===== src/rtl/slscf_regs.svh =====
// constants for the spi-compatible serial link framer
// Functional notes
// (RULE1) data launched on clock rising edge, captured on falling edge
// (RULE2) only sixteen-bit words are carried
// (RULE3) second transmit line is an active-low select, low for the whole frame
// (RULE4) receiver has no select input and ignores its second data line
// (RULE5) receiver shifts one bit from first data line on every active clock edge
// (RULE6) no preamble or postamble clocks are sent
// (RULE7) after the frame, transmit clock and data lines return to idle levels
// (RULE8) every frame phase is sent except preamble and postamble
// (RULE9) receiver checks data and frame errors just as in normal mode
// (RULE10) far party builds and parses complete frames with every checked field
// (RULE11) transmitter is always the clock source, never clocked from outside
// (RULE12) ping watchdog, tag filtering and user crc remain usable
// (RULE13) receive clock and data pass programmable delay lines up to 31 elements
// (RULE14) receive clock is asynchronous and crosses into the system domain safely
// (RULE15) crc, start and end patterns and tags inserted on send, checked on receipt
// (RULE16) select falls before first rising edge and rises after last falling edge
`ifndef SLSCF_REGS_SVH
`define SLSCF_REGS_SVH
`define SLSCF_WORD_BITS   16
`define SLSCF_SOF         4'hD
`define SLSCF_EOF         4'h6
`define SLSCF_TYPE_DATA   4'h2
`define SLSCF_TYPE_PING   4'h9
`define SLSCF_CRC_POLY    8'h07
`define SLSCF_CRC_SEED    8'hFF
`define SLSCF_DLY_MAX     31
`define SLSCF_SOF_BITS    4
`define SLSCF_TYPE_BITS   4
`define SLSCF_TAG_BITS    4
`define SLSCF_CRC_BITS    8
`define SLSCF_EOF_BITS    4
`define SLSCF_PING_WD_DEF 100000
`endif


===== src/rtl/slscf_pkg.sv =====
// types for the spi-compatible serial link framer
package slscf_pkg;
  typedef enum logic [3:0] {
    SLSCF_TX_IDLE = 4'b0001,
    SLSCF_TX_LEAD = 4'b0010,
    SLSCF_TX_BIT  = 4'b0100,
    SLSCF_TX_TAIL = 4'b1000
  } slscf_tx_st_t;
  typedef enum logic [1:0] {
    SLSCF_RX_HUNT = 2'b01,
    SLSCF_RX_BODY = 2'b10
  } slscf_rx_st_t;
  typedef struct packed {
    logic [3:0] ftype;
    logic [3:0] tag;
    logic       user_crc_en;
    logic [7:0] user_crc;
  } slscf_tx_hdr_t;
  typedef struct packed {
    logic valid;
    logic ping;
    logic crc_err;
    logic frame_err;
    logic tag_miss;
  } slscf_rx_evt_t;
endpackage


===== src/rtl/slscf_top.sv =====
// spi-compatible serial link framer: transmitter and receiver
`timescale 1ns/1ps
`include "slscf_regs.svh"
module slscf_top import slscf_pkg::*; #(
  parameter int          WORDS         = 1,
  parameter int          HALF_DIV      = 2,
  parameter int unsigned PING_WD_LIMIT = `SLSCF_PING_WD_DEF
) (
  input  wire logic                       CLK,
  input  wire logic                       RST_N,
  input  wire logic                       CE,
  input  wire logic                       TX_START,
  input  wire slscf_tx_hdr_t              TX_HDR,
  input  wire logic [WORDS*16-1:0]        TX_DATA,
  output logic                            TX_READY,
  output logic                            TX_SERIAL_CLOCK_PIN,
  output logic                            TX_FIRST_DATA_LINE,
  output logic                            TX_SECOND_DATA_LINE,
  input  wire logic                       RX_SERIAL_CLOCK_PIN,
  input  wire logic                       RX_FIRST_DATA_LINE,
  input  wire logic                       RX_SECOND_DATA_LINE,
  input  wire logic [4:0]                 RX_CLOCK_DELAY_SETTING,
  input  wire logic [4:0]                 RX_FIRST_DATA_DELAY_SETTING,
  input  wire logic [4:0]                 RX_SECOND_DATA_DELAY_SETTING,
  input  wire logic [3:0]                 RX_TAG_REF,
  input  wire logic [3:0]                 RX_TAG_MASK,
  input  wire logic                       RX_PING_WD_EN,
  output logic [WORDS*16-1:0]             RX_DATA,
  output logic [3:0]                      RX_TAG,
  output slscf_rx_evt_t                   RX_EVENT,
  output logic                            RX_PING_TIMEOUT
);
  localparam int PAY_BITS   = `SLSCF_TYPE_BITS + WORDS*`SLSCF_WORD_BITS + `SLSCF_TAG_BITS;
  localparam int BODY_BITS  = PAY_BITS + `SLSCF_CRC_BITS + `SLSCF_EOF_BITS;
  localparam int FRAME_BITS = `SLSCF_SOF_BITS + BODY_BITS;
  localparam int DW         = WORDS*`SLSCF_WORD_BITS;

  function automatic logic [7:0] crc_calc(input logic [PAY_BITS-1:0] pay);
    logic [7:0] c;
    c = `SLSCF_CRC_SEED;
    for (int i = PAY_BITS-1; i >= 0; i--) begin
      c = (c[7] ^ pay[i]) ? ({c[6:0], 1'b0} ^ `SLSCF_CRC_POLY) : {c[6:0], 1'b0};
    end
    return c;
  endfunction

  ////////////////////////////////////////////////////////////////////////////////
  // reset release
  logic rst_meta_ff;
  logic rst_n_ff;
  always_ff @(posedge CLK or negedge RST_N) begin
    if (!RST_N) begin
      rst_meta_ff <= 1'b0;
      rst_n_ff    <= 1'b0;
    end else begin
      rst_meta_ff <= 1'b1;
      rst_n_ff    <= rst_meta_ff;
    end
  end

  ////////////////////////////////////////////////////////////////////////////////
  // transmitter: clock source, select on second line
  slscf_tx_st_t              tx_st_ff,  nxt_tx_st;
  logic [FRAME_BITS-1:0]     tx_sh_ff,  nxt_tx_sh;
  logic [15:0]               tx_cnt_ff, nxt_tx_cnt;
  logic [15:0]               div_ff,    nxt_div;
  logic                      clk_o_ff,  nxt_clk_o;
  logic                      d0_ff,     nxt_d0;
  logic                      cs_n_ff,   nxt_cs_n;
  logic [7:0]                tx_crc;
  logic [PAY_BITS-1:0]       tx_pay;
  logic                      div_done;

  assign tx_pay   = {TX_HDR.ftype, TX_DATA, TX_HDR.tag};
  assign tx_crc   = TX_HDR.user_crc_en ? TX_HDR.user_crc : crc_calc(tx_pay); // [RULE12] [RULE15]
  assign div_done = (div_ff == 16'(HALF_DIV-1));
  assign TX_READY = (tx_st_ff == SLSCF_TX_IDLE);

  always_comb begin
    nxt_tx_st  = tx_st_ff;
    nxt_tx_sh  = tx_sh_ff;
    nxt_tx_cnt = tx_cnt_ff;
    nxt_div    = div_done ? 16'h0000 : div_ff + 16'h0001;
    nxt_clk_o  = clk_o_ff;
    nxt_d0     = d0_ff;
    nxt_cs_n   = cs_n_ff;
    case (tx_st_ff)
      SLSCF_TX_IDLE: begin
        nxt_div = 16'h0000;
        if (TX_START) begin
          // full frame, no preamble or postamble clocks [RULE6] [RULE8] [RULE15]
          nxt_tx_sh  = {`SLSCF_SOF, tx_pay, tx_crc, `SLSCF_EOF};
          nxt_cs_n   = 1'b0; // [RULE3] [RULE16]
          nxt_tx_cnt = 16'h0000;
          nxt_tx_st  = SLSCF_TX_LEAD;
        end
      end
      SLSCF_TX_LEAD: begin
        if (div_done) begin
          nxt_clk_o = 1'b1; // [RULE1] [RULE11]
          nxt_d0    = tx_sh_ff[FRAME_BITS-1];
          nxt_tx_sh = {tx_sh_ff[FRAME_BITS-2:0], 1'b0};
          nxt_tx_st = SLSCF_TX_BIT;
        end
      end
      SLSCF_TX_BIT: begin
        if (div_done) begin
          if (clk_o_ff) begin
            nxt_clk_o = 1'b0;
          end else if (tx_cnt_ff == 16'(FRAME_BITS-1)) begin
            nxt_tx_st = SLSCF_TX_TAIL;
          end else begin
            nxt_clk_o  = 1'b1; // [RULE1]
            nxt_d0     = tx_sh_ff[FRAME_BITS-1];
            nxt_tx_sh  = {tx_sh_ff[FRAME_BITS-2:0], 1'b0};
            nxt_tx_cnt = tx_cnt_ff + 16'h0001;
          end
        end
      end
      SLSCF_TX_TAIL: begin
        if (div_done) begin
          nxt_cs_n  = 1'b1; // [RULE16] [RULE3]
          nxt_d0    = 1'b0; // [RULE7]
          nxt_clk_o = 1'b0;
          nxt_tx_st = SLSCF_TX_IDLE;
        end
      end
      default: begin
        nxt_tx_st = SLSCF_TX_IDLE;
        nxt_clk_o = 1'b0;
        nxt_d0    = 1'b0;
        nxt_cs_n  = 1'b1;
      end
    endcase
  end

  always_ff @(posedge CLK or negedge rst_n_ff) begin
    if (!rst_n_ff) begin
      tx_st_ff  <= SLSCF_TX_IDLE;
      tx_sh_ff  <= '0;
      tx_cnt_ff <= 16'h0000;
      div_ff    <= 16'h0000;
      clk_o_ff  <= 1'b0;
      d0_ff     <= 1'b0;
      cs_n_ff   <= 1'b1;
    end else if (CE) begin
      tx_st_ff  <= nxt_tx_st;
      tx_sh_ff  <= nxt_tx_sh;
      tx_cnt_ff <= nxt_tx_cnt;
      div_ff    <= nxt_div;
      clk_o_ff  <= nxt_clk_o;
      d0_ff     <= nxt_d0;
      cs_n_ff   <= nxt_cs_n;
    end
  end

  assign TX_SERIAL_CLOCK_PIN = clk_o_ff;
  assign TX_FIRST_DATA_LINE  = d0_ff;
  assign TX_SECOND_DATA_LINE = cs_n_ff;

  ////////////////////////////////////////////////////////////////////////////////
  // receive pin synchronisers and delay lines (lane 0 clock, 1 data0, 2 data1)
  logic [2:0]      sync1_ff, sync2_ff;
  logic [2:0][4:0] dly_set;
  logic [2:0][`SLSCF_DLY_MAX:0] chain;
  logic [2:0]      dly_out;
  assign dly_set = {RX_SECOND_DATA_DELAY_SETTING, RX_FIRST_DATA_DELAY_SETTING,
                    RX_CLOCK_DELAY_SETTING};

  always_ff @(posedge CLK or negedge rst_n_ff) begin
    if (!rst_n_ff) begin
      sync1_ff <= 3'h0;
      sync2_ff <= 3'h0;
    end else if (CE) begin
      sync1_ff <= {RX_SECOND_DATA_LINE, RX_FIRST_DATA_LINE, RX_SERIAL_CLOCK_PIN}; // [RULE14]
      sync2_ff <= sync1_ff;
    end
  end

  for (genvar g = 0; g < 3; g++) begin : g_dly
    logic [`SLSCF_DLY_MAX:1] dly_ff;
    assign chain[g] = {dly_ff, sync2_ff[g]};
    always_ff @(posedge CLK or negedge rst_n_ff) begin
      if (!rst_n_ff) begin
        dly_ff <= '0;
      end else if (CE) begin
        dly_ff <= chain[g][`SLSCF_DLY_MAX-1:0];
      end
    end
    assign dly_out[g] = chain[g][dly_set[g]]; // [RULE13]
  end

  ////////////////////////////////////////////////////////////////////////////////
  // receive frame logic, shifting on the falling edge of the link clock
  slscf_rx_st_t            rx_st_ff,   nxt_rx_st;
  logic                    rclk_ff;
  logic [3:0]              win_ff,     nxt_win;
  logic [BODY_BITS-1:0]    rx_sh_ff,   nxt_rx_sh;
  logic [15:0]             rx_cnt_ff,  nxt_rx_cnt;
  logic [DW-1:0]           rx_data_ff, nxt_rx_data;
  logic [3:0]              rx_tag_ff,  nxt_rx_tag;
  slscf_rx_evt_t           evt_ff,     nxt_evt;
  logic [31:0]             wd_ff,      nxt_wd;
  logic                    wd_to_ff,   nxt_wd_to;
  logic                    rx_fall;
  logic                    rbit;
  logic [BODY_BITS-1:0]    body;
  logic [PAY_BITS-1:0]     rx_pay;
  logic [3:0]              b_type, b_tag, b_eof;
  logic [7:0]              b_crc;

  assign rx_fall = rclk_ff & ~dly_out[0]; // [RULE1] [RULE5]
  assign rbit    = dly_out[1];            // second data lane never read [RULE4]
  assign body    = {rx_sh_ff[BODY_BITS-2:0], rbit};
  assign rx_pay  = body[BODY_BITS-1 -: PAY_BITS];
  assign b_type  = body[BODY_BITS-1 -: 4];
  assign b_tag   = body[12 +: 4];
  assign b_crc   = body[4 +: 8];
  assign b_eof   = body[3:0];

  always_comb begin
    nxt_rx_st   = rx_st_ff;
    nxt_win     = win_ff;
    nxt_rx_sh   = rx_sh_ff;
    nxt_rx_cnt  = rx_cnt_ff;
    nxt_rx_data = rx_data_ff;
    nxt_rx_tag  = rx_tag_ff;
    nxt_evt     = '0;
    nxt_wd      = (RX_PING_WD_EN && wd_ff != PING_WD_LIMIT-1) ?
                  wd_ff + 32'h0000_0001 : 32'h0000_0000;
    nxt_wd_to   = RX_PING_WD_EN && (wd_ff == PING_WD_LIMIT-1); // [RULE12]
    if (rx_fall) begin
      nxt_win = {win_ff[2:0], rbit}; // [RULE5]
      case (rx_st_ff)
        SLSCF_RX_HUNT: begin
          if ({win_ff[2:0], rbit} == `SLSCF_SOF) begin // [RULE15]
            nxt_rx_st  = SLSCF_RX_BODY;
            nxt_rx_cnt = 16'h0000;
          end
        end
        SLSCF_RX_BODY: begin
          nxt_rx_sh  = body;
          nxt_rx_cnt = rx_cnt_ff + 16'h0001;
          if (rx_cnt_ff == 16'(BODY_BITS-1)) begin
            nxt_rx_st = SLSCF_RX_HUNT;
            nxt_win   = 4'h0;
            if (b_eof != `SLSCF_EOF ||
                (b_type != `SLSCF_TYPE_DATA && b_type != `SLSCF_TYPE_PING)) begin
              nxt_evt.frame_err = 1'b1; // [RULE9] [RULE15]
            end else if (b_crc != crc_calc(rx_pay)) begin
              nxt_evt.crc_err = 1'b1; // [RULE9] [RULE15]
            end else if (((b_tag ^ RX_TAG_REF) & RX_TAG_MASK) != 4'h0) begin
              nxt_evt.tag_miss = 1'b1; // [RULE12]
            end else if (b_type == `SLSCF_TYPE_PING) begin
              nxt_evt.ping = 1'b1;
              nxt_rx_tag   = b_tag;
              nxt_wd       = 32'h0000_0000; // [RULE12]
              nxt_wd_to    = 1'b0;
            end else begin
              nxt_evt.valid = 1'b1;
              nxt_rx_tag    = b_tag;
              nxt_rx_data   = body[16 +: DW]; // [RULE2]
            end
          end
        end
        default: begin
          nxt_rx_st = SLSCF_RX_HUNT;
        end
      endcase
    end
  end

  always_ff @(posedge CLK or negedge rst_n_ff) begin
    if (!rst_n_ff) begin
      rx_st_ff   <= SLSCF_RX_HUNT;
      rclk_ff    <= 1'b0;
      win_ff     <= 4'h0;
      rx_sh_ff   <= '0;
      rx_cnt_ff  <= 16'h0000;
      rx_data_ff <= '0;
      rx_tag_ff  <= 4'h0;
      evt_ff     <= '0;
      wd_ff      <= 32'h0000_0000;
      wd_to_ff   <= 1'b0;
    end else if (CE) begin
      rx_st_ff   <= nxt_rx_st;
      rclk_ff    <= dly_out[0];
      win_ff     <= nxt_win;
      rx_sh_ff   <= nxt_rx_sh;
      rx_cnt_ff  <= nxt_rx_cnt;
      rx_data_ff <= nxt_rx_data;
      rx_tag_ff  <= nxt_rx_tag;
      evt_ff     <= nxt_evt;
      wd_ff      <= nxt_wd;
      wd_to_ff   <= nxt_wd_to;
    end
  end

  assign RX_DATA         = rx_data_ff;
  assign RX_TAG          = rx_tag_ff;
  assign RX_EVENT        = evt_ff;
  assign RX_PING_TIMEOUT = wd_to_ff;

  ////////////////////////////////////////////////////////////////////////////////
  // checks
  logic [15:0] rise_cnt_ff;
  always_ff @(posedge CLK or negedge rst_n_ff) begin
    if (!rst_n_ff) begin
      rise_cnt_ff <= 16'h0000;
    end else if (CE) begin
      if (tx_st_ff == SLSCF_TX_IDLE) begin
        rise_cnt_ff <= 16'h0000;
      end else if (nxt_clk_o && !clk_o_ff) begin
        rise_cnt_ff <= rise_cnt_ff + 16'h0001;
      end
    end
  end
endmodule // slscf_top


===== config.mk =====
export PLATFORM = sky130hd
export DESIGN_NAME = slscf_top
export DESIGN_NICKNAME = d
export VERILOG_FILES = /design/src/rtl/slscf_pkg.sv /design/src/rtl/slscf_top.sv
export VERILOG_INCLUDE_DIRS = /design/src /design/src/rtl
export SDC_FILE = /design/constraint.sdc
export NUM_CORES = 1
export LEC_CHECK = 0
export BUFFER_PORTS_ARGS = -buffer_cell sky130_fd_sc_hd__clkbuf_2
export CAP_MARGIN = 30
export CELL_PAD_IN_SITES_DETAIL_PLACEMENT = 0
export CELL_PAD_IN_SITES_GLOBAL_PLACEMENT = 1
export CORE_MARGIN = 1
export CORE_UTILIZATION = 48
export DETAILED_ROUTE_END_ITERATION = 8
export PLACE_DENSITY = 0.82
export SLEW_MARGIN = 0
export SYNTH_ARGS = -nofsm -noshare
export SYNTH_HDL_FRONTEND = slang
export SYNTH_SLANG_ARGS = --single-unit

===== constraint.sdc =====
create_clock -name CLK -period 8.5 [get_ports CLK]
set_input_delay 0 -clock CLK [delete_from_list [all_inputs] [get_ports CLK]]
set_output_delay 0 -clock CLK [all_outputs]
set_load 0.1 [all_outputs]

* Yosys cells after proc, flatten, opt, wreduce, memory -nomap -nowiden *
Cells that the tools add are included.

operators by class
  $lt $le $gt $ge = 2
  bitwise logic cells = 102
  equal/unequal tests = 26
  reduce and logical (&&, ||, !) cells = 21
  add/sub/neg operators = 4
  muxes and demuxes = 121

operator list
  operator                                             number
  two-way mux 32 bit                                   8
  two-way mux 40 bit                                   5
  two-way mux 3 bit                                    51
  inverter 3 bit                                       46
  case mux 40 bit (3 select lines)                     1
  two-way mux 16 bit                                   7
  case mux 16 bit (2 select lines)                     2
  adder 16 x 1 -> 16 bit (second input constant)       3
  XOR 1 bit                                            36
  adder 32 x 1 -> 32 bit (second input constant)       1
  == test 16 x 6 -> 1 bit (second input constant)      2
  == test 32 x 17 -> 1 bit (second input constant)     1
  != test 32 x 17 -> 1 bit (second input constant)     1
  AND reduction 7 bit                                  4
  two-way mux 1 bit                                    26
  two-way mux 4 bit                                    6
  != test 2 bit (second input constant)                9
  == test 16 x 1 -> 1 bit (second input constant)      1
  case mux 4 bit (4 select lines)                      1
  two-way mux 5 bit                                    3
  == test 4 bit (second input constant)                3
  < comparator 5 x 6 -> 1 bit (second input constant)  2
  AND reduction 4 bit                                  3
  binary-select mux 1 bit (select 5 bit)               2
  30 further kinds                                     52

storage, ports and cells
  flip-flop bits (word level) = 262
  output and inout port bits = 30
  logic and storage cells = 303
  input port bits = 64

* Logic depth before layout (Yosys ltp) *
Gate-level depths: netlist of run 1.

  depth after elaboration = 53
  depth in mapped cells = 12
  gate-level depth less buffers = 10

* Worst setup path before layout of run 1 *
OpenSTA, ideal clock, no wires.

  path kind = register to register
  start point = register rx_sh_ff[31]
  end point = register rx_data_ff[10] (netlist: RX_DATA[10])
  cell stages (with the launch flop) = 12
  setup slack = 5056 ps
  clock period less this slack = 3444 ps
  arrival time = 3318 ps
  path buffers = 1
  cell sequence = dfrtp_1 -> inv_1 -> ha_1 -> xnor3_2 -> xnor3_2 -> xnor3_1 -> or2_1 -> mux2i_1 -> nand3_2 -> nor3_4 -> buf_12 -> mux2_4

between the ends
  cells in the longest elaborated chain, start to end = 21
  elaborated cells between the ends (all ways) = 53
  those cells by class = eq/ne: 4; mux: 17; bitwise: 29; reduce/logical: 3

RTL lines
  what                                    line              text
  start, declared                         slscf_top.sv:198  logic [BODY_BITS-1:0] rx_sh_ff, nxt_rx_sh;
  start signal, assigned                  slscf_top.sv:289  rx_sh_ff <= nxt_rx_sh;
  XOR 1 bit                               slscf_top.sv:42   c = (c[7] ^ pay[i]) ? ({c[6:0], 1'b0} ^ `SLSCF_CRC_POLY) : {c[6:0], 1'b0};
  two-way mux 3 bit                       slscf_top.sv:42
  inverter 3 bit (no source line)         n/a
  two-way mux 3 bit                       slscf_top.sv:42
  inverter 3 bit (no source line)         n/a
  two-way mux 3 bit                       slscf_top.sv:42
  XOR 1 bit                               slscf_top.sv:42
  two-way mux 3 bit                       slscf_top.sv:42
  [5 not listed]                          n/a
  two-way mux 3 bit                       slscf_top.sv:42
  inverter 3 bit (no source line)         n/a
  two-way mux 3 bit                       slscf_top.sv:42
  inverter 3 bit (no source line)         n/a
  two-way mux 3 bit                       slscf_top.sv:42
  != test 8 bit                           slscf_top.sv:250  end else if (b_crc != crc_calc(rx_pay)) begin
  inverter 1 bit (no source line)         n/a
  AND reduction 8 bit (no source line) *  n/a
  end signal, assigned                    slscf_top.sv:291  rx_data_ff <= nxt_rx_data;
  end, declared                           slscf_top.sv:200  logic [DW-1:0] rx_data_ff, nxt_rx_data;

Every way passes the cells marked *; elsewhere a longest branch is shown, timed or not.
A chain may end at the register's enable or synchronous reset.

* Worst setup path after layout of run 1 *
  start point = register rx_sh_ff[31]
  end point = register wd_ff[11]

between the ends
  cells in the longest elaborated chain, start to end = 24
  elaborated cells between the ends (all ways) = 56
  those cells by class = eq/ne: 4; mux: 24; bitwise: 26; reduce/logical: 2

RTL lines
  what                             line              text
  XOR 1 bit                        slscf_top.sv:42
  two-way mux 3 bit                slscf_top.sv:42
  inverter 3 bit (no source line)  n/a
  two-way mux 3 bit                slscf_top.sv:42
  inverter 3 bit (no source line)  n/a
  two-way mux 3 bit                slscf_top.sv:42
  XOR 1 bit                        slscf_top.sv:42
  two-way mux 3 bit                slscf_top.sv:42
  [8 not listed]                   n/a
  inverter 3 bit (no source line)  n/a
  two-way mux 3 bit                slscf_top.sv:42
  != test 8 bit                    slscf_top.sv:250
  two-way mux 32 bit               slscf_top.sv:250
  two-way mux 32 bit *             slscf_top.sv:247  if (b_eof != `SLSCF_EOF ||
  two-way mux 32 bit *             slscf_top.sv:244  if (rx_cnt_ff == 16'(BODY_BITS-1)) begin
  two-way mux 32 bit *             slscf_top.sv:234  case (rx_st_ff)
  two-way mux 32 bit *             slscf_top.sv:232  if (rx_fall) begin
  end signal, assigned             slscf_top.sv:294  wd_ff <= nxt_wd;
  end, declared                    slscf_top.sv:203  logic [31:0] wd_ff, nxt_wd;

Marked as above.

==> impl_metrics.ini, run 1 <==
[critical_path]
critPathLaunchType = register
worstPathArrival_ps = 4360
cp_max_fo = 29
crit_required_ps = 8920
path_class = register to register
cp-end-kind = register

[global_routing]
grt_use_total = 0.200
grt_max_degree = 93
antenna_found_initial = 0
overflow = 0
grt_pass1_wl_um = 48700
grt_pass1_vias = 9919

[synthesis]
syn_inst = 1353
avgSynthCellArea_um2 = 10.2
yosysWarnings = 0
synth_area_leaders = dfrtp_1, mux2_2, nand2_1, mux2i_1, xnor2_1
ys_types = 68
ys_ff_latch = 261
synth_area_leader_cell = dfrtp_1
synth_ff_type = dfrtp_1
syn-num-nets = 1426
synth_edf_count = 0
synth.top_cell.area_share = 0.467
synthArstFlopShare = 1.00
synth-seq-area-share = 0.472
netlist_area_um2 = 13800

[timing]
finalHoldViolations = 0
worst_pin_slew_ps = 950
finalSetupViolCount = 0
grt_setup_unrepaired = false
period_share = 0.464
slew_viol_final = 0
max-slew-margin-rel = 0.364
fin_worst_skew_ps = 26.4
min_period_ps = 3940
setup_tns_ps = 0
fmax_mhz = 254

[routing]
vias = 10100
first_iter_violations = 632
viasPerCell = 5.44
dr.pass1.iters = 5
route.antenna.remaining_nets = 0
wire_per_inst_um = 15.4
drcViolationCount = 0
wirelength_um = 28700

[floorplan]
core_um2 = 28100
dieArea_um2 = 29500
num_rows = 61
dieHeight_um = 172
fp.dieW_um = 172
ios = 94
initial_core_util = 0.493

[layout]
final_common_cell = dfrtp_1
num-fill-cells = 2521
nets = 1540
final_cell_mix = dfrtp_1, nand2_1, clkbuf_2, o21ai_0, mux2_2
antenna_cells = 0
syn_to_final_growth_pct = 15.9
fin_cells = 1864
drive_above_1_share = 0.171

[clock_tree]
cts_inserted_buffers = 29
ctsResizeCount = 0
post-cts-setup-buffer-count = 0
htreeDepth = 1
path_clk_slew_ps = 60
clock_path_buffers = 3
clkLatencyLatePin_ps = 570
cts.sinks = 261
clockRootBuffer = clkbuf_16
cts_tree = built
hold_buffers = 46

[min_path]
hold_class = primary input to register

[place]
dp_hpwl_um = 18400
io_buffers = 87
placedCellCount = 1766
gp_congestion = 0.814

[power_and_ir_drop]
p_leak_nw = 7.48
totalPowerFinal_mw = 4.03
power_density_nw_per_um2 = 251
ir_worst_vdd_v = 0.000178

[job]
maxCapViolCount = 0

[run_status]
status = complete, no violations
-- cell type report --
class	instances	area, um2	share of cell area
tap	378	473	0.0295
clock buffer	43	838	0.0522
inverter	40	150	0.00936
timing repair buffer	147	1060	0.0658
multi-input combinational	988	6910	0.431
sequential	261	6540	0.408
clock inverter	7	78.8	0.00491
-- final timing paths --
kind	from	endpoint	slack, ps	cells after the start
min in group asynchronous	RST_N	rst_n_ff	300	3
max reg2reg	rx_sh_ff[31]	wd_ff[11]	4560	11
max in group asynchronous	rst_n_ff	div_ff[8]	6030	3
max	rx_sh_ff[31]	wd_ff[11]	4560	11
min	TX_HDR[8]	tx_sh_ff[4]	80	5
min reg2reg	rst_meta_ff	rst_n_ff	360	0
-- layer usage --
metal / GRT usage / wire, um / up-vias
met5: 0 / 0 / -
met4: 0.0439 / 491 / 0
met3: 0.0258 / 807 / 36
met2: 0.330 / 13600 / 123
met1: 0.281 / 13800 / 4992
li1: - / - / 4994
-- where the power goes --
| part | total, mW | switching, mW | internal [mW] |
|---|---|---|---|
| Clock | 1.21 | 0.504 | 0.710 |
| Combinational | 1.11 | 0.593 | 0.515 |
| Sequential | 1.71 | 0.202 | 1.51 |
| Total | 4.03 | 1.30 | 2.73 |
-- cells in the mapped netlist (9+ instances only) --
cell,count
mux2_4,9
nor3_1,21
inv_1,40
o21ai_0,83
nand2_1,223
a21oi_1,17
xor2_1,36
nand3_1,48
nor2b_1,13
clkbuf_1,44
o221ai_1,10
mux2i_1,70
xnor2_1,70
mux2_2,79
buf_1,11
nand4_1,34
dfrtp_1,258
ha_1,9
and3_1,18
nor4_1,15
a22oi_1,13
nor2_1,69
or3_1,9
xnor3_1,15
-- critical path, stage by stage (launching register included) --
cell,delay (ps)
dfrtp_1,450
inv_1,80
ha_1,290
xnor3_2,460
xnor3_2,430
xnor3_1,360
nand2_1,80
mux2i_1,90
nand4_1,110
buf_4,340
nand3_1,570
o311ai_0,540
-- cell families after synthesis --
kind of cell / Yosys count / synth area share
DFF: 261 / 0.472
buffers and inverters: 104 / 0.0303
adders and majority gates: 9 / 0.00814
other: 1 / 0.000271
AOI/OAI and AO/OA: 194 / 0.0896
and+or+nand+nor: 497 / 0.171
muxes: 158 / 0.125
xor gates and xnor gates: 129 / 0.104
-- flip-flops by register name, indices dropped and copies added (netlist names), 3 cells and up --
signal        flops
g_dly.dly_ff     62
RX_EVENT          5
rx_sh_ff         35
tx_st_ff          4
tx_sh_ff         39
RX_TAG            4
tx_cnt_ff        16
RX_DATA          16
wd_ff            32
div_ff           16
win_ff            3
rx_cnt_ff        16
-- through the flow --
stage | area (um2) | hold WS (ps) | setup WS (ps) | util
after global routing | 16000 | 114 | 4300 | 0.571
after floorplan | 13800 | -296 | 693 | -
after detailed placement | 14600 | -212 | 4430 | 0.520
after CTS | 16000 | 52.5 | 4400 | 0.569
final | 16000 | 79.4 | 4560 | 0.571
after global placement | 14600 | -213 | 4490 | 0.520
(Power assumes the default switching activity.)
==> run 2, diff against run 1 <==
Settings changed: ABC_AREA from default to 1, CORE_UTILIZATION 48 to 41, PLACE_DENSITY 0.82 to 0.79.
Clock period 8.5 ns to 3.5 ns, I/O delays scaled along.
==> run 2 against run 1 <==
- non-clock buffer count is 8 higher
- flip-flop and latch count stayed put
- critical endpoint is now tx_sh_ff[11]
- setup slack worse by 4200 ps
- die area rose by 21%
- highest routed layer unchanged
- cell count rose by 34%
- sequential share of layout area decreased by 1.8 points
==> impl_metrics.ini, run 2 <==
[timing]
fin_worst_skew_ps = 19.8
max-slew-margin-rel = 0.457
setup_ws_ps = 312
worst_pin_slew_ps = 815
period_share = 0.911
grt_setup_unrepaired = false
setup_tns_ps = 0
finalSetupViolCount = 0
finalHoldViolations = 0
min_period_ps = 3190
fmax_mhz = 314
slew_viol_final = 0

[synthesis]
ys_ff_latch = 261
synth_ff_type = dfrtp_1
syn-num-nets = 1969
avgSynthCellArea_um2 = 7.56
synth.top_cell.area_share = 0.450
synthTopCellsByCount = nand2_1, dfrtp_1, inv_1
syn_inst = 1896
synth_area_leaders = dfrtp_1, nand2_1, o21ai_0, inv_1, nor2_1
synthArstFlopShare = 1.00
synth-seq-area-share = 0.456
netlist_area_um2 = 14300
synth_edf_count = 0
yosysWarnings = 0
ys_types = 55
synth_area_leader_cell = dfrtp_1
synth.most_common_cell = nand2_1

[layout]
num-fill-cells = 3434
drive_above_1_share = 0.111
multi_input_area_um2 = 6630
final_common_cell = nand2_1
final_cell_mix = nand2_1, dfrtp_1, inv_1, o21ai_0, nor2_1
syn_to_final_growth_pct = 17.0
nets = 2095
top_register = g_dly.dly_ff
seqCellArea_um2 = 6540
top_regs = g_dly.dly_ff x62, tx_sh_ff x39, rx_sh_ff x35
antenna_cells = 0
largest_reg_flops = 62

[global_routing]
grt_max_degree = 91
grt_use_total = 0.187
antenna_found_initial = 0
overflow = 0
grt_pass1_wl_um = 56600
grt_pass1_vias = 11900

[job]
maxCapViolCount = 0

[power_and_ir_drop]
switching_share = 0.345
p_int_mw = 6.51
p_leak_nw = 7.93
power_density_nw_per_um2 = 593
pwr-share-clk = 0.320
switching_power_mw = 3.43
combPwrFrac = 0.289
totalPowerFinal_mw = 9.94
ir_worst_vdd_v = 0.000392
pwr-share-seq = 0.391

[floorplan]
fp.dieW_um = 189
dieArea_um2 = 35700
initial_core_util = 0.416
num_rows = 68
ios = 94
core_um2 = 34500
dieHeight_um = 189

[routing]
first_iter_violations = 667
dr.pass1.iters = 5
vias = 12400
viasPerCell = 4.96
route.antenna.remaining_nets = 0
drcViolationCount = 0
wirelength_um = 32700
wire_per_inst_um = 13.1

[critical_path]
crit_required_ps = 3960
critPathBufInv = 5
max_stage_delay_ps = 550
critPathLaunchType = register
path_cells = inv_1 > nor3_2 > nor2_1 > nor2_1 > nand2_1 > nor2_2 > buf_4 > clkinv_1 > buf_4 > nor2_1 > nand2_1 > dlygate4sd3_1 > o211ai_1
worstPathArrival_ps = 3650
cp-end-kind = register
slowest_stage = dfstp_2
cp_common_cell = nor2_1
cp_max_fo = 17
path_class = register to register
critPathTopFamily = buffers and inverters

[clock_tree]
clockRootBuffer = clkbuf_16
htreeDepth = 1
clock_path_buffers = 3
path_clk_slew_ps = 60
cts.sinks = 261
cts_tree = built
clkLatencyLatePin_ps = 550
cts_inserted_buffers = 30

[place]
dp_hpwl_um = 22500
io_buffers = 87
post-place-ws_ps = 280
gp_congestion = 0.823

[run_status]
status = complete, no violations

[min_path]
hold_class = primary input to register
==> run 2: cell count changes after synthesis, moves of 34 or more <==
| cell | previous run | this run |
|---|---|---|
| inv_1 | 40 | 231 |
| xnor2_1 | 70 | 33 |
| nand2_1 | 223 | 518 |
| nor2_1 | 69 | 150 |
| o21ai_0 | 83 | 177 |
| a21oi_1 | 17 | 51 |
| mux2_2 | 79 | 0 |
| mux2i_1 | 70 | 0 |
| nand3_1 | 48 | 91 |
==> run 2: kinds of logic (layout without fill, tap and decap cells) <==
kind of cell | after synthesis | count (layout) | share of synthesized area
AND/OR/NAND/NOR | 924 | 924 | 0.285
AO/OA/AOI/OAI | 320 | 320 | 0.122
buffers and inverters | 306 | 455 | 0.0825
flip-flops | 261 | 261 | 0.456
XOR/XNOR | 75 | 75 | 0.0464
adder cells (fa/ha/maj) | 9 | 9 | 0.00786
other | 1 | 1 | 0.000262
==> run 2: layout make-up <==
type                       instances  area share
sequential                       261       0.390
clock buffer                      46      0.0526
clock inverter                     9     0.00716
tap                              455      0.0339
inverter                         245      0.0550
multi-input combinational       1329       0.395
timing repair buffer             155      0.0664
==> run 2: repair_timing <==
item,in CTS,in global routing
endpoints found under the setup margin,0,23
gates resized for setup,0,5
hold buffers,47,0
buffers inserted,0,2
endpoints found under the hold margin,40,0
==> run 2: final timing paths <==
path                        startpoint             endpoint  slack (ps)  cells past startpoint
min                          TX_HDR[8]          tx_sh_ff[4]          80                      6
max reg2reg                tx_st_ff[0]         tx_sh_ff[11]         310                     13
min in group asynchronous        RST_N             rst_n_ff         310                      3
max                        tx_st_ff[0]         tx_sh_ff[11]         310                     13
max in group asynchronous     rst_n_ff  TX_SECOND_DATA_LINE        2260                      1
min reg2reg                   rst_n_ff         tx_cnt_ff[5]         350                      0
==> run 2: stage by stage <==
| stage | hold WS (ps) | cell area, um2 | utilization | std cells |
|---|---|---|---|---|
| global route | 142 | 16800 | 0.487 | 2500 |
| detailed placement | -213 | 15300 | 0.443 | 2396 |
| finish | 84.5 | 16800 | 0.487 | 2500 |
| global placement | -214 | 15300 | 0.443 | 2396 |
| floorplan | -296 | 14300 | - | 1896 |
| CTS | 56.7 | 16800 | 0.486 | 2498 |
==> run 2: power by group through the flow <==
stage | clock network [mW] | registers (mW) | logic, mW
2_1_floorplan | 0 | 4.00 | 2.08
3_3_place_gp | 0 | 3.93 | 2.75
3_5_place_dp | 0 | 3.94 | 2.81
4_1_cts | 3.28 | 3.89 | 2.89
5_1_grt | 3.38 | 3.96 | 3.31
6_report | 3.18 | 3.89 | 2.87
==> run 2: worst min-delay path, delay by kind of cell <==
kind,cells,cell delay [ps]
simple gates,3,260
compound gates,1,50
buf+inv,2,260
==> run 2: metal layers <==
layer  track usage  part of all wire
met1         0.263              0.50
met2         0.310              0.46
met3        0.0211             0.029
met4        0.0378             0.016
met5             0                 0
==> run 3, diff against run 2 <==
Settings changed: ABC_AREA 1 to 0, CORE_UTILIZATION 41 to 48, PLACE_DENSITY 0.79 to default, PLACE_DENSITY_LB_ADDON from default to 0.1.
Clock period 3.5 ns to 3.2 ns, I/O delays scaled along.
==> run 3 against run 2 <==
- flip-flop and latch count unchanged
- count of clock-buffer cells in the layout down 3
- critical path type unchanged
- sequential share of layout area rose by 0.27 points
- cell area down 0.71%
- combinational power increased by 7.3%
==> impl_metrics.ini, run 3 (synthesis gave the netlist of run 1 again) <==
[run_status]
status = complete, no violations

[global_routing]
grt_use_total = 0.203
grt_pass1_vias = 9826
antenna_found_initial = 0
grt_pass1_wl_um = 49200
overflow = 0
grt_max_degree = 79

[layout]
top_regs = g_dly.dly_ff x62, tx_sh_ff x39, rx_sh_ff x35
utilization = 0.593
drive_above_1_share = 0.208
num-fill-cells = 2439
top_register = g_dly.dly_ff
final_common_cell = dfrtp_1
largest_reg_flops = 62
fin_cells = 1910
final_cell_mix = dfrtp_1, nand2_1, clkbuf_2, o21ai_0, mux2_2
antenna_cells = 0
nets = 1584
syn_to_final_growth_pct = 20.4

[critical_path]
max_stage_delay_ps = 470
cp_max_fo = 8
reg2reg_depth = 11
slowest_stage = xnor3_1
r2r-start = rx_sh_ff[32]
ff2ff_setup_slack_ps = 20
r2r-end = RX_DATA[8]
cp_common_cell = xnor3_1
crit_required_ps = 3630
path_class = register to register
cp-end-kind = register
worstPathArrival_ps = 3610
path_cells = buf_4 > xnor2_4 > xnor3_1 > xnor3_1 > or2_1 > mux2i_2 > nand3_2 > nor3_4 > buf_12 > clkbuf_16 > mux2_4
critPathLaunchType = register

[timing]
finalHoldViolations = 0
grt_setup_unrepaired = true
period_share = 0.993
max-slew-margin-rel = 0.370
finalSetupViolCount = 0
fmax_mhz = 315
min_period_ps = 3180
setup_ws_ps = 22.6
fin_worst_skew_ps = 19.4
worst_pin_slew_ps = 945
slew_viol_final = 0

[power_and_ir_drop]
totalPowerFinal_mw = 10.9
ir_worst_vdd_v = 0.000452
p_leak_nw = 7.78
power_density_nw_per_um2 = 656

[clock_tree]
clkLatencyLatePin_ps = 540
clockRootBuffer = clkbuf_16
cts_inserted_buffers = 29
htreeDepth = 1
path_clk_slew_ps = 60
cts.sinks = 261
clock_path_buffers = 3
cts_tree = built

[place]
placedCellCount = 1799
post-place-ws_ps = -85.7
io_buffers = 87
dp_hpwl_um = 19500
gp_congestion = 0.808

[floorplan]
dieArea_um2 = 29500
fp.dieW_um = 172
num_rows = 61
dieHeight_um = 172
ios = 94
initial_core_util = 0.493
core_um2 = 28100

[routing]
wire_per_inst_um = 15.5
wirelength_um = 29600
drcViolationCount = 0
dr.pass1.iters = 5
vias = 10200
viasPerCell = 5.35
first_iter_violations = 575
route.antenna.remaining_nets = 0

[min_path]
hp-start = TX_HDR[8]
hold_class = primary input to register
min_to = tx_sh_ff[6]
holdPathStages = 3

[job]
maxCapViolCount = 0
run 3: what timing repair did:
item	4_1_cts	5_1_grt
hold endpoints to repair	51	0
hold buffers	48	0
endpoints found under the setup margin	42	53
buffers inserted	5	3
gates resized for setup	8	20
cloned	0	2
pin swaps	3	10
run 3: worst max path at each step:
stage	start	endpoint	slack, ps	cells after the start
after global routing	rx_sh_ff[31]	RX_DATA[11]	-110	13
after floorplan	rx_sh_ff[34]	RX_DATA[10]	9	11
after global placement	rx_sh_ff[34]	wd_ff[22]	-20	12
final	rx_sh_ff[32]	RX_DATA[8]	20	11
after detailed placement	rx_sh_ff[34]	wd_ff[22]	-90	12
after CTS	rx_sh_ff[31]	RX_DATA[5]	-40	12
run 3: report_power, final:
group | internal [mW] | total [mW] | switching (mW)
clock network | 2.02 | 3.33 | 1.31
registers | 4.01 | 4.52 | 0.507
logic | 1.44 | 3.08 | 1.64
run 3: layer usage:
metal | track usage | vias up | wire length, um
met5 | 0 | - | 0
met4 | 0.0431 | 0 | 484
met3 | 0.0274 | 25 | 944
met2 | 0.326 | 145 | 13500
met1 | 0.293 | 4951 | 14600
li1 | - | 5088 | -
run 3: stage by stage:
step	setup TNS (ps)	hold WS [ps]	area, um2
2_1_floorplan	0	-296	13900
3_3_place_gp	-51.3	-213	14900
3_5_place_dp	-1740	-212	14900
4_1_cts	-201	11.0	16500
5_1_grt	-1490	36.6	16700
6_report	0	15.9	16700
run 3: final cells by class:
cell class	count	area (um2)	area share
flip-flops and latches	261	6540	0.393
well taps	378	473	0.0284
multi-input cells	988	7050	0.423
clock inverters	9	101	0.00608
inverters	40	154	0.00924
clock buffers	43	868	0.0521
repair buffers	191	1470	0.0884
run 3: critical path, delay by kind of cell (launching register included):
family / cells / cell delay (ps)
xor+xnor: 3 / 1050
buf+inv: 3 / 510
flops: 1 / 420
mux: 2 / 510
simple gates: 3 / 590
